<file path="src/csss_pkg.sv">
// Shared constants and types for the clock source select and start-up block.
`default_nettype none
package csss_pkg;
  typedef enum logic [2:0] {
    CSSS_FUSE    = 3'b000,
    CSSS_RST_CK  = 3'b001,
    CSSS_RST_WD  = 3'b011,
    CSSS_RUN     = 3'b010,
    CSSS_SLEEP   = 3'b110,
    CSSS_WAKE    = 3'b111,
    CSSS_FAULT   = 3'b100
  } csss_state_t;

  typedef enum logic [2:0] {
    CSSS_SRC_EXT   = 3'h0,
    CSSS_SRC_RC4   = 3'h1,
    CSSS_SRC_RC8   = 3'h2,
    CSSS_SRC_WDOG  = 3'h3,
    CSSS_SRC_XTAL  = 3'h4,
    CSSS_SRC_NONE  = 3'h7
  } csss_src_t;

  typedef enum logic [1:0] {
    CSSS_SLP_IDLE    = 2'h0,
    CSSS_SLP_PDOWN   = 2'h1,
    CSSS_SLP_STANDBY = 2'h2
  } csss_slp_t;

  typedef struct packed {
    logic [3:0] srcSel;
    logic [1:0] startup_time_field;
    logic       div8;
  } csss_fuse_t;

  typedef struct packed {
    logic core;
    logic periph;
    logic progmem;
  } csss_clk_en_t;

  typedef struct packed {
    logic        read;
    logic        write;
    logic [3:0]  address;
    logic [31:0] writedata;
    logic [3:0]  byteenable;
  } csss_avm_req_t;

  typedef struct packed {
    logic [31:0] readdata;
    logic        waitrequest;
  } csss_avm_rsp_t;

  // Source-select fuse codes.
  localparam logic [3:0] SRC_CODE_EXT  = 4'h0;
  localparam logic [3:0] SRC_CODE_RC4  = 4'h2;
  localparam logic [3:0] SRC_CODE_RC8  = 4'h4;
  localparam logic [3:0] SRC_CODE_WDOG = 4'h6;

  // A fuse bit at zero is programmed, at one unprogrammed.
  localparam logic FUSE_PROGRAMMED = 1'b0;

  // Delivered fuse state, held until the first capture.
  localparam csss_fuse_t FUSE_DEFAULT = '{srcSel: 4'h4, startup_time_field: 2'h2, div8: 1'b0};

  // Prescaler selects: divide by 2 to the power of the select.
  localparam logic [3:0] PRESC_SEL_DIV1 = 4'h0;
  localparam logic [3:0] PRESC_SEL_DIV8 = 4'h3;
  localparam logic [3:0] PRESC_SEL_MAX  = 4'h8;

  // Start-up counts in oscillator cycles.
  localparam logic [15:0] RST_CK_CYCLES      = 16'h000e;
  localparam logic [15:0] RC_WAKE_CYCLES     = 16'h0006;
  localparam logic [15:0] XTAL_WAKE_SHORT    = 16'h0102;
  localparam logic [15:0] XTAL_WAKE_MID      = 16'h0400;
  localparam logic [15:0] WDOG_SHORT_CYCLES  = 16'h0200;

  // Register byte offsets.
  localparam logic [3:0] REG_CTRL_OFS   = 4'h0;
  localparam logic [3:0] REG_STATUS_OFS = 4'h4;
  localparam logic [3:0] REG_FUSE_OFS   = 4'h8;
endpackage
`default_nettype wire

</file>
<file path="src/csss_prescaler.sv">
// System clock prescaler: one output tick for every 2**sel source ticks.
`default_nettype none
module csss_prescaler #(
  parameter int SEL_W = 4
) (
  input  wire logic             core_clk,
  input  wire logic             sys_rst,
  input  wire logic             srcTick,
  input  wire logic [SEL_W-1:0] sel,
  output logic                  sysTick
);
  typedef struct packed {
    logic [15:0] cnt;
    logic        tick;
  } csss_presc_st_t;

  csss_presc_st_t st_r;
  csss_presc_st_t st_nxt;
  logic [15:0]    limit;

  always_comb begin
    limit = 16'((32'd1 << sel) - 32'd1);
    st_nxt = st_r;
    st_nxt.tick = 1'b0;
    if (srcTick) begin
      if (st_r.cnt >= limit) begin
        st_nxt.cnt = 16'h0000;
        st_nxt.tick = 1'b1;
      end else begin
        st_nxt.cnt = st_r.cnt + 16'h0001;
      end
    end
  end

  always_ff @(posedge core_clk) begin
    if (sys_rst) begin
      st_r <= '0;
    end else begin
      st_r <= st_nxt;
    end
  end

  assign sysTick = st_r.tick;
endmodule
`default_nettype wire

</file>
<file path="src/csss_clock_control.sv">
// Clock source selection, start-up timing, prescaling and domain gating.
`default_nettype none
module csss_clock_control #(
  parameter int WDOG_LONG_CYCLES = 8192,
  parameter int XTAL_WAKE_LONG   = 16384
) (
  input  wire logic                   core_clk,
  input  wire logic                   sys_rst,
  input  wire logic [3:0]             sourceSelectField,
  input  wire logic [1:0]             startupTimeField,
  input  wire logic                   divByEightFuse,
  input  wire logic                   extClkIn,
  input  wire logic                   rc4Tick,
  input  wire logic                   rc8Tick,
  input  wire logic                   watchdogTick,
  input  wire logic                   oscAmpInput,
  output logic                        oscAmpOutput,
  output logic                        oscAmpOutputEn,
  output logic                        oscRun,
  input  wire logic                   sleepEnter,
  input  wire logic [1:0]             sleepMode,
  input  wire logic                   wakeEvent,
  output csss_pkg::csss_clk_en_t      clkEn,
  output logic                        coreRunning,
  input  wire csss_pkg::csss_avm_req_t avsReq,
  output csss_pkg::csss_avm_rsp_t     avsRsp
);
  typedef struct packed {
    csss_pkg::csss_state_t  state;
    csss_pkg::csss_fuse_t   fuse;
    csss_pkg::csss_slp_t    slpMode;
    logic [15:0]            cnt;
    logic [3:0]             prescSel;
    logic                   extPrev;
    logic                   ampPrev;
    logic                   ampOut;
    logic                   ampOe;
    logic                   oscRun;
    csss_pkg::csss_clk_en_t clkEn;
    logic                   running;
    csss_pkg::csss_avm_rsp_t rsp;
  } csss_ctl_st_t;

  localparam logic [15:0] WDOG_LONG = 16'(WDOG_LONG_CYCLES);
  localparam logic [15:0] XTAL_LONG = 16'(XTAL_WAKE_LONG);

  csss_ctl_st_t       st_r;
  csss_ctl_st_t       st_nxt;
  csss_pkg::csss_src_t src;
  logic               srcTick;
  logic               sysTick;
  logic [15:0]        wakeCycles;
  logic [15:0]        wdogCycles;
  logic               sutReserved;
  logic               wrHit;
  logic [31:0]        rdData;

  function automatic csss_pkg::csss_src_t decodeSrc(input logic [3:0] code);
    csss_pkg::csss_src_t s;
    s = csss_pkg::CSSS_SRC_NONE;
    if (code[3]) begin
      s = csss_pkg::CSSS_SRC_XTAL;
    end else begin
      case (code)
        csss_pkg::SRC_CODE_EXT:  s = csss_pkg::CSSS_SRC_EXT;
        csss_pkg::SRC_CODE_RC4:  s = csss_pkg::CSSS_SRC_RC4;
        csss_pkg::SRC_CODE_RC8:  s = csss_pkg::CSSS_SRC_RC8;
        csss_pkg::SRC_CODE_WDOG: s = csss_pkg::CSSS_SRC_WDOG;
        default:                 s = csss_pkg::CSSS_SRC_NONE;
      endcase
    end
    return s;
  endfunction

  // Divides the selected clock before it reaches any domain.
  csss_prescaler #(
    .SEL_W (4)
  ) u_presc (
    .core_clk (core_clk),
    .sys_rst  (sys_rst),
    .srcTick  (srcTick),
    .sel      (st_r.prescSel),
    .sysTick  (sysTick)
  );

  // Start-up counts from the captured fuses.
  always_comb begin
    src = decodeSrc(st_r.fuse.srcSel);
    wakeCycles = csss_pkg::RC_WAKE_CYCLES;
    wdogCycles = 16'h0000;
    sutReserved = 1'b0;
    if (src == csss_pkg::CSSS_SRC_XTAL) begin
      case ({st_r.fuse.srcSel[0], st_r.fuse.startup_time_field})
        3'h0, 3'h1: wakeCycles = csss_pkg::XTAL_WAKE_SHORT;
        3'h2, 3'h3, 3'h4: wakeCycles = csss_pkg::XTAL_WAKE_MID;
        default: wakeCycles = XTAL_LONG;
      endcase
      case ({st_r.fuse.srcSel[0], st_r.fuse.startup_time_field})
        3'h0, 3'h3, 3'h6: wdogCycles = csss_pkg::WDOG_SHORT_CYCLES;
        3'h1, 3'h4, 3'h7: wdogCycles = WDOG_LONG;
        default: wdogCycles = 16'h0000;
      endcase
    end else begin
      case (st_r.fuse.startup_time_field)
        2'h0: wdogCycles = 16'h0000;
        2'h1: wdogCycles = csss_pkg::WDOG_SHORT_CYCLES;
        2'h2: wdogCycles = WDOG_LONG;
        default: sutReserved = 1'b1;
      endcase
    end
  end

  // Selected source tick; a reserved code yields no clock at all.
  always_comb begin
    case (src)
      csss_pkg::CSSS_SRC_EXT:  srcTick = extClkIn & ~st_r.extPrev;
      csss_pkg::CSSS_SRC_RC4:  srcTick = rc4Tick;
      csss_pkg::CSSS_SRC_RC8:  srcTick = rc8Tick;
      csss_pkg::CSSS_SRC_WDOG: srcTick = watchdogTick;
      csss_pkg::CSSS_SRC_XTAL: srcTick = oscAmpInput & ~st_r.ampPrev;
      default:                 srcTick = 1'b0;
    endcase
    if (!st_r.oscRun) begin
      srcTick = 1'b0;
    end
  end

  // Register read mux.
  always_comb begin
    rdData = 32'h0000_0000;
    case (avsReq.address)
      csss_pkg::REG_CTRL_OFS:   rdData = {28'h0000000, st_r.prescSel};
      csss_pkg::REG_STATUS_OFS: rdData = {22'h000000, st_r.slpMode, st_r.running,
                                          src, 1'b0, st_r.state};
      csss_pkg::REG_FUSE_OFS:   rdData = {25'h0000000, st_r.fuse};
      default:                  rdData = 32'h0000_0000;
    endcase
  end

  assign wrHit = avsReq.write && !st_r.rsp.waitrequest &&
                 avsReq.address == csss_pkg::REG_CTRL_OFS && avsReq.byteenable[0];

  always_comb begin
    st_nxt = st_r;
    st_nxt.extPrev = extClkIn;
    st_nxt.ampPrev = oscAmpInput;

    // Bus slave: one waitrequest-high cycle, then one low cycle with data.
    st_nxt.rsp.waitrequest = !((avsReq.read || avsReq.write) && st_r.rsp.waitrequest);
    if (avsReq.read && st_r.rsp.waitrequest) begin
      st_nxt.rsp.readdata = rdData;
    end
    if (wrHit) begin
      st_nxt.prescSel = (avsReq.writedata[3:0] > csss_pkg::PRESC_SEL_MAX) ?
                        csss_pkg::PRESC_SEL_MAX : avsReq.writedata[3:0];
    end

    case (st_r.state)
      csss_pkg::CSSS_FUSE: begin
        st_nxt.fuse = '{srcSel: sourceSelectField, startup_time_field: startupTimeField,
                        div8: divByEightFuse};
        st_nxt.prescSel = (divByEightFuse == csss_pkg::FUSE_PROGRAMMED) ?
                          csss_pkg::PRESC_SEL_DIV8 : csss_pkg::PRESC_SEL_DIV1;
        st_nxt.cnt = 16'h0000;
        st_nxt.state = csss_pkg::CSSS_RST_CK;
      end
      csss_pkg::CSSS_RST_CK: begin
        if (src == csss_pkg::CSSS_SRC_NONE || sutReserved) begin
          st_nxt.state = csss_pkg::CSSS_FAULT;
        end else if (srcTick) begin
          st_nxt.cnt = st_r.cnt + 16'h0001;
          if (st_r.cnt + 16'h0001 >= csss_pkg::RST_CK_CYCLES) begin
            st_nxt.cnt = 16'h0000;
            st_nxt.state = (wdogCycles == 16'h0000) ? csss_pkg::CSSS_RUN :
                           csss_pkg::CSSS_RST_WD;
          end
        end
      end
      csss_pkg::CSSS_RST_WD: begin
        if (watchdogTick) begin
          st_nxt.cnt = st_r.cnt + 16'h0001;
          if (st_r.cnt + 16'h0001 >= wdogCycles) begin
            st_nxt.cnt = 16'h0000;
            st_nxt.state = csss_pkg::CSSS_RUN;
          end
        end
      end
      csss_pkg::CSSS_RUN: begin
        if (sleepEnter) begin
          st_nxt.slpMode = csss_pkg::csss_slp_t'(sleepMode);
          st_nxt.state = csss_pkg::CSSS_SLEEP;
        end
      end
      csss_pkg::CSSS_SLEEP: begin
        // Wake events arrive from logic that needs no peripheral clock.
        if (wakeEvent) begin
          st_nxt.cnt = 16'h0000;
          st_nxt.state = (st_r.slpMode == csss_pkg::CSSS_SLP_IDLE) ?
                         csss_pkg::CSSS_RUN : csss_pkg::CSSS_WAKE;
        end
      end
      csss_pkg::CSSS_WAKE: begin
        if (srcTick) begin
          st_nxt.cnt = st_r.cnt + 16'h0001;
          if (st_r.cnt + 16'h0001 >= wakeCycles) begin
            st_nxt.cnt = 16'h0000;
            st_nxt.state = csss_pkg::CSSS_RUN;
          end
        end
      end
      csss_pkg::CSSS_FAULT: begin
        st_nxt.state = csss_pkg::CSSS_FAULT;
      end
      default: begin
        st_nxt.state = csss_pkg::CSSS_FAULT;
      end
    endcase

    st_nxt.running = (st_nxt.state == csss_pkg::CSSS_RUN);
    // The selected oscillator stops only in fuse capture, in power-down and on faults.
    st_nxt.oscRun = !(st_nxt.state == csss_pkg::CSSS_FAULT ||
                      st_nxt.state == csss_pkg::CSSS_FUSE ||
                      (st_nxt.state == csss_pkg::CSSS_SLEEP &&
                       st_nxt.slpMode == csss_pkg::CSSS_SLP_PDOWN));
    st_nxt.clkEn.core = sysTick && st_r.running;
    st_nxt.clkEn.periph = sysTick && (st_r.running ||
                          (st_r.state == csss_pkg::CSSS_SLEEP &&
                           st_r.slpMode == csss_pkg::CSSS_SLP_IDLE));
    st_nxt.clkEn.progmem = sysTick && st_r.running;

    st_nxt.ampOe = (decodeSrc(st_nxt.fuse.srcSel) == csss_pkg::CSSS_SRC_XTAL) &&
                   st_nxt.oscRun;
    st_nxt.ampOut = st_nxt.ampOe && !oscAmpInput;
  end

  always_ff @(posedge core_clk) begin
    if (sys_rst) begin
      st_r <= '{state: csss_pkg::CSSS_FUSE, fuse: csss_pkg::FUSE_DEFAULT,
                slpMode: csss_pkg::CSSS_SLP_IDLE, cnt: 16'h0000,
                prescSel: csss_pkg::PRESC_SEL_DIV8, extPrev: 1'b0, ampPrev: 1'b0,
                ampOut: 1'b0, ampOe: 1'b0, oscRun: 1'b0, clkEn: '0, running: 1'b0,
                rsp: '{readdata: 32'h0000_0000, waitrequest: 1'b1}};
    end else begin
      st_r <= st_nxt;
    end
  end

  assign oscAmpOutput = st_r.ampOut;
  assign oscAmpOutputEn = st_r.ampOe;
  assign oscRun = st_r.oscRun;
  assign clkEn = st_r.clkEn;
  assign coreRunning = st_r.running;
  assign avsRsp = st_r.rsp;
endmodule
`default_nettype wire

</file>
<file path="config.mk">
export PLATFORM = sky130hd
export DESIGN_NAME = csss_clock_control
export DESIGN_NICKNAME = d
export VERILOG_FILES = /design/src/csss_pkg.sv /design/src/csss_prescaler.sv /design/src/csss_clock_control.sv
export SDC_FILE = /design/constraint.sdc
export NUM_CORES = 1
export LEC_CHECK = 0
export BUFFER_PORTS_ARGS = -buffer_cell sky130_fd_sc_hd__buf_2
export CAP_MARGIN = 20
export CORE_MARGIN = 10
export CORE_UTILIZATION = 25
export DETAILED_ROUTE_END_ITERATION = 8
export PLACE_DENSITY = 0.49
export SLEW_MARGIN = 20
export SYNTH_ARGS = -nofsm -noshare
export SYNTH_HDL_FRONTEND = slang
export SYNTH_SLANG_ARGS = --single-unit
export TNS_END_PERCENT = 10
</file>
<file path="constraint.sdc">
create_clock -name core_clk -period 6.1 [get_ports core_clk]
set_clock_uncertainty 0.2 [all_clocks]
set_input_delay 0.305 -clock core_clk [delete_from_list [all_inputs] [get_ports core_clk]]
set_output_delay 0.305 -clock core_clk [all_outputs]
set_load 0.02 [all_outputs]
</file>
==> results of run 1 <==
sequential cells by signal (all words and copies together) (netlist names), 2 cells and up, named ones only:
signal        flops
clkEn             2
st_r             31
avsRsp           11
u_presc.st_r     16
power by group through the flow:
stage / clock, uW / sequential, uW / combinational [uW]
floorplan: 0 / 483 / 174
global placement: 0 / 501 / 205
detailed placement: 0 / 501 / 205
CTS: 571 / 491 / 209
global route: 585 / 496 / 234
finish: 552 / 491 / 209
kinds of logic (layout without fill, tap and decap cells):
kind of cell	after synthesis	after routing	share of synthesized area [%]
buffers and inverters	95	93	10.66
flip-flops	68	68	28.36
AO/OA/AOI/OAI	135	135	19.94
adder cells (fa/ha/maj)	27	27	7.038
AND/OR/NAND/NOR	236	236	25.73
multiplexers	13	13	2.998
XOR/XNOR	28	28	5.110
other	2	23	0.1565
worst max-delay path, stage by stage (launching register included):
cell and delay, ns:
dfxtp_1 0.57, ha_1 0.36, nand4_2 0.25, nor4_2 0.56, xor2_1 0.16, ha_1 0.22, or3_1 0.37, a311o_1 0.34
o22ai_4 0.54, o211ai_1 0.19, a21oi_1 0.17
placed cells by master, fill, tap and decap left out, types with 6 or more instances in the layout:
cell and count:
dfxtp_1 68, nand2_1 54, nor2_1 54, buf_2 46, a21oi_1 28, ha_1 27
o21ai_0 23, nor3_1 23, conb_1 23, xnor2_1 21, nand3_1 20, a211oi_1 20
inv_1 17, nand4_1 11, nor2b_1 11, mux2i_1 11, clkbuf_16 9, nor3b_1 8
o211ai_1 8, nor4_1 8, and3_1 8, xor2_1 7, a21o_1 7, a22oi_1 7
dlygate4sd3_1 7, buf_4 6
metrics by stage:
stage | hold slack, ns | total power (uW) | instances | util (%) | instance area, sq um
6_report | 0.01389 | 1251 | 857 | 28.73 | 5391
5_1_grt | 0.02555 | 1315 | 857 | 28.73 | 5391
4_1_cts | 0.003104 | 1270 | 857 | 28.69 | 5385
3_5_place_dp | 0.2428 | 705.1 | 834 | 26.69 | 5010
3_3_place_gp | 0.2424 | 705.1 | 834 | 26.69 | 5010
2_1_floorplan | 0.1835 | 656.3 | 625 | - | 4878
layer usage:
layer	up-vias	track usage [%]
met5	-	0
met4	0	1.588
met3	5	3.103
met2	67	15.27
met1	1910	13.81
li1	2160	-
worst paths after layout:
check / start / end / slack [ns] / cells after the start
worst max-delay path: st_r[46] / st_r[60] / 2.10 / 10
worst min-delay path: sourceSelectField[1] / register / 0.01 / 3
worst min register to register: avsRsp[5] / avsRsp[5] / 0.25 / 2
worst max register to register: st_r[46] / st_r[60] / 2.10 / 10
cells in the mapped netlist (8+ instances only):
| cell | instances |
|---|---|
| and3_1 | 8 |
| clkbuf_1 | 27 |
| dfxtp_1 | 68 |
| inv_1 | 17 |
| ha_1 | 27 |
| a21oi_1 | 28 |
| nand3_1 | 20 |
| nor3b_1 | 8 |
| mux2i_1 | 11 |
| nand4_1 | 11 |
| o21ai_0 | 23 |
| o211ai_1 | 8 |
| nor4_1 | 8 |
| buf_4 | 37 |
| nand2_1 | 54 |
| nor2b_1 | 12 |
| nor3_1 | 23 |
| xnor2_1 | 21 |
| a211oi_1 | 20 |
| nor2_1 | 54 |
area by class of cell:
type                    instances  area, sq um
multi-input cells             462         3019
inverters                      18        67.56
fillers                      2025        13380
repair buffers                 59        345.3
clock buffers                   9        225.2
well taps                     234        292.8
flip-flops and latches         68         1361
clock inverters                 7        80.08
what timing repair did:
action,4_1_cts,5_1_grt
endpoints found under the hold margin,7,0
endpoints found under the setup margin,0,0
hold buffers,7,0
==> results.env, run 1 <==
FLOORPLAN.INITIALDENSITY_PCT=25.57
DRT_WL_TOTAL_MICRONS=12510
TNS_NS=0
SEQ_AREA_FRAC_SYNTH_PCT=28.36
TIMING_MAX_TRANSITION_VIOLATIONS_FINAL=0
ANTENNA-DIODE-COUNT=0
CP-END-KIND='register'
DIE_Y_MICRONS=158.6
PORT_BUFFERS=46
ROUTEDLENGTHMET1_MICRONS=6278
POST-ROUTE-WORST-SETUP-SLACK_NS=2.096
SYNTH_TOP_CELL_AREA_SHARE_PCT=28.36
NUMCLOCKSINKS=68
WORST_HOLD_PATH_TYPE='input port to register'
SEQUENTIALPOWERSHARE_PCT=39.2
CTS_TREE='built'
WORST_EP_ARRIVAL_TIME_NS=4.08
POSTSYNTH.TOPFLOPCELL='dfxtp_1'
VIAS_PER_CELL=4.833
DRT_ITER0_MARKERS=211
ESTIMATED_WIRELENGTH_OF_THE_DETAIL_PLACED_DESIGN_MICRONS=8859
NUMBER_OF_ENABLE_TYPE_REGISTER_CELLS_IN_THE_SYNTHESIZED_NETLIST=0
INITIAL_ANTENNA_VIOLATION_COUNT=0
GRT-OVFL-TOTAL=0
PIN_COUNT_OF_THE_BIGGEST_NET_ENTERING_GLOBAL_ROUTING=60
DRC_ERRORS=0
CORE_SQ_MM=0.01877
SETUP_VIOL=0
CTS_MADE_BUFFERS=9
SETUP.WORST_PATH.START_CLASS='register'
SYNTH.LIB_CELLS_USED.DISTINCT=68
PLACEMENT_ROWS=50
DESIGN.DIE.AREA_SQ_MM=0.02514
CRIT_TYPE='register to register'
ANTENNA_VIOLATING_NETS_POST_ROUTE=0
CLOCK_POWER_SHARE_PCT=44.1
PWR-SHARE-COMB_PCT=16.7
DIE_W_MICRONS=158.6
OUTCOME='complete, no violations'
FINAL_NET_COUNT=705
NUM_VIAS=4142
IO_PINS=100
SYNTHESIS.INSTANCES=604
CRIT_PATH_MAX_FANOUT=17
POSTCTSSETUPBUFFERS=0
POST_SYNTH_INSTANCE_AREA_SQ_MM=0.004800
MAX_SLEW.WORST_PIN.SLEW_NS=0.7279
CTS-HTREE-LEVELS=3
SYNTH_LARGEST_AREA_CELL='dfxtp_1'
SETUP_REPAIR_AFTER_GLOBAL_ROUTING_MISSED_ITS_MARGIN='no'
POSTCTSRESIZEDCELLS=0
POST-ROUTE-PERIOD-UTIL_PCT=65.64
WIRE_PER_INST_MICRONS=14.60
CTS.REPORTEDPATHS.CLKPINSLEW_NS=0.06
GRT_USE_TOTAL_PCT=10.05
MAX-VDD-IR-DROP_V=0.0001377
FMAX_MHz=249.8
ROUTABILITYCONGESTION=0.7888
AREA_DELTA_SYNTH_FINAL_PCT=12.33
POST_ROUTE_CELLS_DRIVE_ABOVE_1_SHARE_PCT=15.73
CRITICAL_PATH_REQUIRED_NS=6.17
WORST_SKEW_PAIR_LATENCY_NS=0.35
TIMING.FINAL.CRIT_PERIOD_NS=4.004
POWER_SWITCHING_uW=391.0
DETAILEDPLACE.WORSTSLACK_NS=2.085
TOP_POST_SYNTHESIS_CELLS_BY_AREA='dfxtp_1, ha_1, buf_4'
CTS.PATH.MAX_BUFFERS=2
FIRST_GLOBAL_VIAS=3869
SYNTH-SEQ-CELLS=68
CTS_ROOT_BUFFER='clkbuf_16'
LEAKAGEPOWER_uW=0.002102
YS.WARNINGS.COUNT=0
AVGSYNTHCELLAREA_SQ_UM=7.946
WL_MET3_MICRONS=604
DRT_FIRST_PASS_ITERS=4
MET2WIRELENGTH_MICRONS=5560
WORST_SLEW_MARGIN_RELATIVE_TO_ITS_LIMIT_PCT=51.18
ASYNC_FLOP_SHARE_PCT=0
SWITCHING_SHARE_PCT=31.26
TIMING.FINAL.HOLD_VIOLATIONS=0
HIGHEST-SIGNAL-LAYER='met4'
CAP_VIOL_MAX_COUNT=0
INTERNAL_POWER_uW=860.0
GLOBAL_ROUTE_WIRE_LENGTH_BEFORE_REPAIR_MICRONS=20460
POWER.DENSITY_CELL_AREA_mW_PER_MM2=232.0
(Power assumes the default switching activity.)
==> run 2: changes to the inputs <==
--- a/config.mk
+++ b/config.mk
@@ -10,7 +10,7 @@
 export CORE_MARGIN = 10
 export CORE_UTILIZATION = 25
 export DETAILED_ROUTE_END_ITERATION = 8
-export PLACE_DENSITY = 0.49
+export PLACE_DENSITY = 0.5
 export SLEW_MARGIN = 20
 export SYNTH_ARGS = -nofsm -noshare
 export SYNTH_HDL_FRONTEND = slang
==> constraint.sdc (replaced) <==
create_clock -name core_clk -period 3.2 [get_ports core_clk]
set_clock_uncertainty 0.2 [all_clocks]
set_input_delay 0.16 -clock core_clk [delete_from_list [all_inputs] [get_ports core_clk]]
set_output_delay 0.16 -clock core_clk [all_outputs]
set_load 0.02 [all_outputs]
==> results.env, run 2 (synthesis gave the netlist of run 1 again) <==
PORT_BUFFERS=46  # unchanged
WIRE_PER_INST_MICRONS=14.65  # was 14.60 microns
CRITICAL_PATH_REQUIRED_NS=3.27  # was 6.17 ns
ESTIMATED_WIRELENGTH_OF_THE_DETAIL_PLACED_DESIGN_MICRONS=9755  # was 8859 microns
DESIGN.DIE.AREA_SQ_MM=0.02514  # unchanged
POST-ROUTE-CELL-AREA_SQ_MM=0.006101  # was 0.005391 sq mm
CAP_VIOL_MAX_COUNT=0  # unchanged
ANTENNA_VIOLATING_NETS_POST_ROUTE=0  # unchanged
POST_ROUTE_CELLS_DRIVE_ABOVE_1_SHARE_PCT=26.72  # was 15.73%
SETUP.WORST_PATH.START_CLASS='register'  # unchanged
DRT_FIRST_PASS_ITERS=4  # unchanged
NUMCLOCKSINKS=68  # unchanged
TIMING.HOLD.WORST_ENDPOINT='coreRunning'
VIAS_PER_CELL=4.769  # was 4.833
LARGEST_REG_FLOPS=31  # unchanged
WORST_HOLD_PATH_TYPE='input port to register'  # unchanged
LAYOUT.CELLS.MOST_COMMON_LIST='dfxtp_1, buf_4, nand2_1, nor2_1, buf_2'  # was dfxtp_1, nand2_1, nor2_1, buf_2, a21oi_1
POWER.DENSITY_CELL_AREA_mW_PER_MM2=403.9  # was 232.0 mW/mm^2
MAX-VDD-IR-DROP_V=0.0002362  # was 0.0001377 V
IO_PINS=100  # unchanged
TIMING.FINAL.HOLD_VIOLATIONS=0  # unchanged
GRT_USE_TOTAL_PCT=10.66  # was 10.05%
MAX_FLOP_REGISTER='st_r'  # unchanged
REG2REG_DEPTH=15  # was 10
POST_DP_CELL_AREA_SQ_MM=0.005401  # was 0.005010 sq mm
DRT_WL_TOTAL_MICRONS=13470  # was 12510 microns
POST-ROUTE-PERIOD-UTIL_PCT=104.5  # was 65.64%
PIN_COUNT_OF_THE_BIGGEST_NET_ENTERING_GLOBAL_ROUTING=32  # was 60
TIMING_MAX_TRANSITION_VIOLATIONS_FINAL=0  # unchanged
FIRST_GLOBAL_VIAS=4236  # was 3869
COMMONEST_NON_FILL_NON_TAP_CELL_IN_THE_LAYOUT='dfxtp_1'  # unchanged
GLOBAL_ROUTE.USAGE.MET1_PCT=14.22  # was 13.81%
BUSIEST_LAYER='met2'  # unchanged
WORST-R2R-SETUP-SLACK_NS=-0.14  # was 2.10 ns
MET2_GRT_UTIL_PCT=16.79  # was 15.27%
WORST_SKEW_PAIR_LATENCY_NS=0.35  # about the same
HP-START='wakeEvent'  # was sourceSelectField[1]
PLACEMENT_ROWS=50  # unchanged
FLOORPLAN.INITIALDENSITY_PCT=25.57  # unchanged
CTS_TREE='built'  # unchanged
CORE_SQ_MM=0.01877  # unchanged
LAYOUT.AREA.SEQ_SQ_MM=0.001368  # was 0.001361 sq mm
AREA_DELTA_SYNTH_FINAL_PCT=27.11  # was 12.33%
LEAKAGEPOWER_uW=0.002427  # was 0.002102 uW
CRIT_PATH_MAX_FANOUT=8  # was 17
MULTI_INPUT_AREA_SQ_MM=0.003237  # was 0.003019 sq mm
CRIT_TYPE='register to register'  # unchanged
WORST_SLEW_MARGIN_RELATIVE_TO_ITS_LIMIT_PCT=50.28  # was 51.18%
FILLCELLCOUNT=1982  # was 2025
POST-ROUTE-WORST-SETUP-SLACK_NS=-0.1440  # was 2.096 ns
MAX_SLEW.WORST_PIN.SLEW_NS=0.7458  # was 0.7279 ns
DRC_ERRORS=0  # unchanged
NUM_VIAS=4383  # was 4142
SETUP_REPAIR_AFTER_GLOBAL_ROUTING_MISSED_ITS_MARGIN='yes'  # was no
FMAX_MHz=299.0  # was 249.8 MHz
DIE_Y_MICRONS=158.6  # unchanged
ROUTABILITYCONGESTION=0.7862  # was 0.7888
GRT-OVFL-TOTAL=0  # unchanged
REG2REG_FROM='st_r[44]'  # was st_r[46]
CTS-HTREE-LEVELS=3  # unchanged
GRT_UTIL_MET3_PCT=2.563  # was 3.103%
TIMING.FINAL.CRIT_PERIOD_NS=3.344  # was 4.004 ns
DRT_ITER0_MARKERS=222  # was 211
SETUP_VIOL=17  # was 0
DETAILEDPLACE.WORSTSLACK_NS=-0.1213  # was 2.085 ns
FAILED_CHECKS='negative setup slack'
WORST_EP_ARRIVAL_TIME_NS=3.41  # was 4.08 ns
CTS_ROOT_BUFFER='clkbuf_16'  # unchanged
INITIAL_ANTENNA_VIOLATION_COUNT=0  # unchanged
CP-END-KIND='register'  # unchanged
TIMING.HOLD.WS_NS=0.02747  # was 0.01389 ns
DESIGN_POWER_TOTAL_uW=2464  # was 1251 uW
CTS.PATH.MAX_BUFFERS=2  # unchanged
GLOBAL_ROUTE_WIRE_LENGTH_BEFORE_REPAIR_MICRONS=21750  # was 20460 microns
FINAL_NET_COUNT=767  # was 705
CTS_MADE_BUFFERS=9  # unchanged
HOLD_PATH_DEPTH=4  # was 3
DIE_W_MICRONS=158.6  # unchanged
CTS.REPORTEDPATHS.CLKPINSLEW_NS=0.06  # about the same
OUTCOME='finished, violations left'  # was complete, no violations
DESTINATION_OF_THE_WORST_REGISTER_TO_REGISTER_TIMING_PATH='u_presc.st_r[1]'  # was st_r[60]
TNS_NS=-1.554  # was 0 ns
ANTENNA-DIODE-COUNT=0  # unchanged
run 2: repair_timing:
| action | 4_1_cts | 5_1_grt |
|---|---|---|
| hold endpoints to repair | 25 | 0 |
| endpoints found under the setup margin | 22 | 37 |
| setup buffers | 3 | 1 |
| resized for setup | 17 | 19 |
| hold buffers | 16 | 0 |
| pin swaps | 20 | 5 |
| gates cloned | 2 | 0 |
run 2: layer usage:
layer  part of all wire (%)  up-vias
met1                     49     2049
met5                      0        -
met3                    3.8       10
met4                   0.93        0
met2                     46       55
li1                       -     2269
run 2: area by class of cell:
class	instances	area share, %
clock inverter	7	1.313
clock buffer	9	3.692
inverter	18	1.107
tap	234	4.799
sequential	68	22.42
multi-input combinational	464	53.06
timing repair buffer	119	13.62
run 2: per-stage QoR:
| step | instances | utilization, % |
|---|---|---|
| finish | 919 | 32.51 |
| global route | 919 | 32.51 |
| global placement | 881 | 28.78 |
| CTS | 918 | 31.97 |
| floorplan | 625 | - |
| detailed placement | 881 | 28.78 |
run 2: critical path: stages (launching register included):
cell and delay [ns]:
dfxtp_2 0.33, nor2_4 0.13, nand3b_1 0.10, ha_2 0.20
or2_4 0.23, o21ai_2 0.10, a22o_1 0.13, a21oi_1 0.07
ha_1 0.29, nor2b_1 0.13, o21ai_1 0.11, nand2b_1 0.09
or4_4 0.44, a21oi_4 0.26, o31ai_4 0.18, a211oi_2 0.27
run 2: power breakdown:
part | leakage, uW | internal [uW] | switching, uW | total (uW)
Combinational | 0.00173 | 199 | 298 | 497
Sequential | 0.000553 | 877 | 42.4 | 920
Clock | 0.000143 | 615 | 433 | 1050
run 2: worst max-delay path by stage:
stage / startpoint / endpoint / depth (start not counted)
final: st_r[44] / u_presc.st_r[1] / 15
after floorplan: st_r[47] / st_r[50] / 11
after global routing: st_r[44] / u_presc.st_r[1] / 15
after detailed placement: st_r[42] / u_presc.st_r[4] / 15
after CTS: st_r[43] / u_presc.st_r[8] / 15
after global placement: st_r[42] / u_presc.sysTick / 15
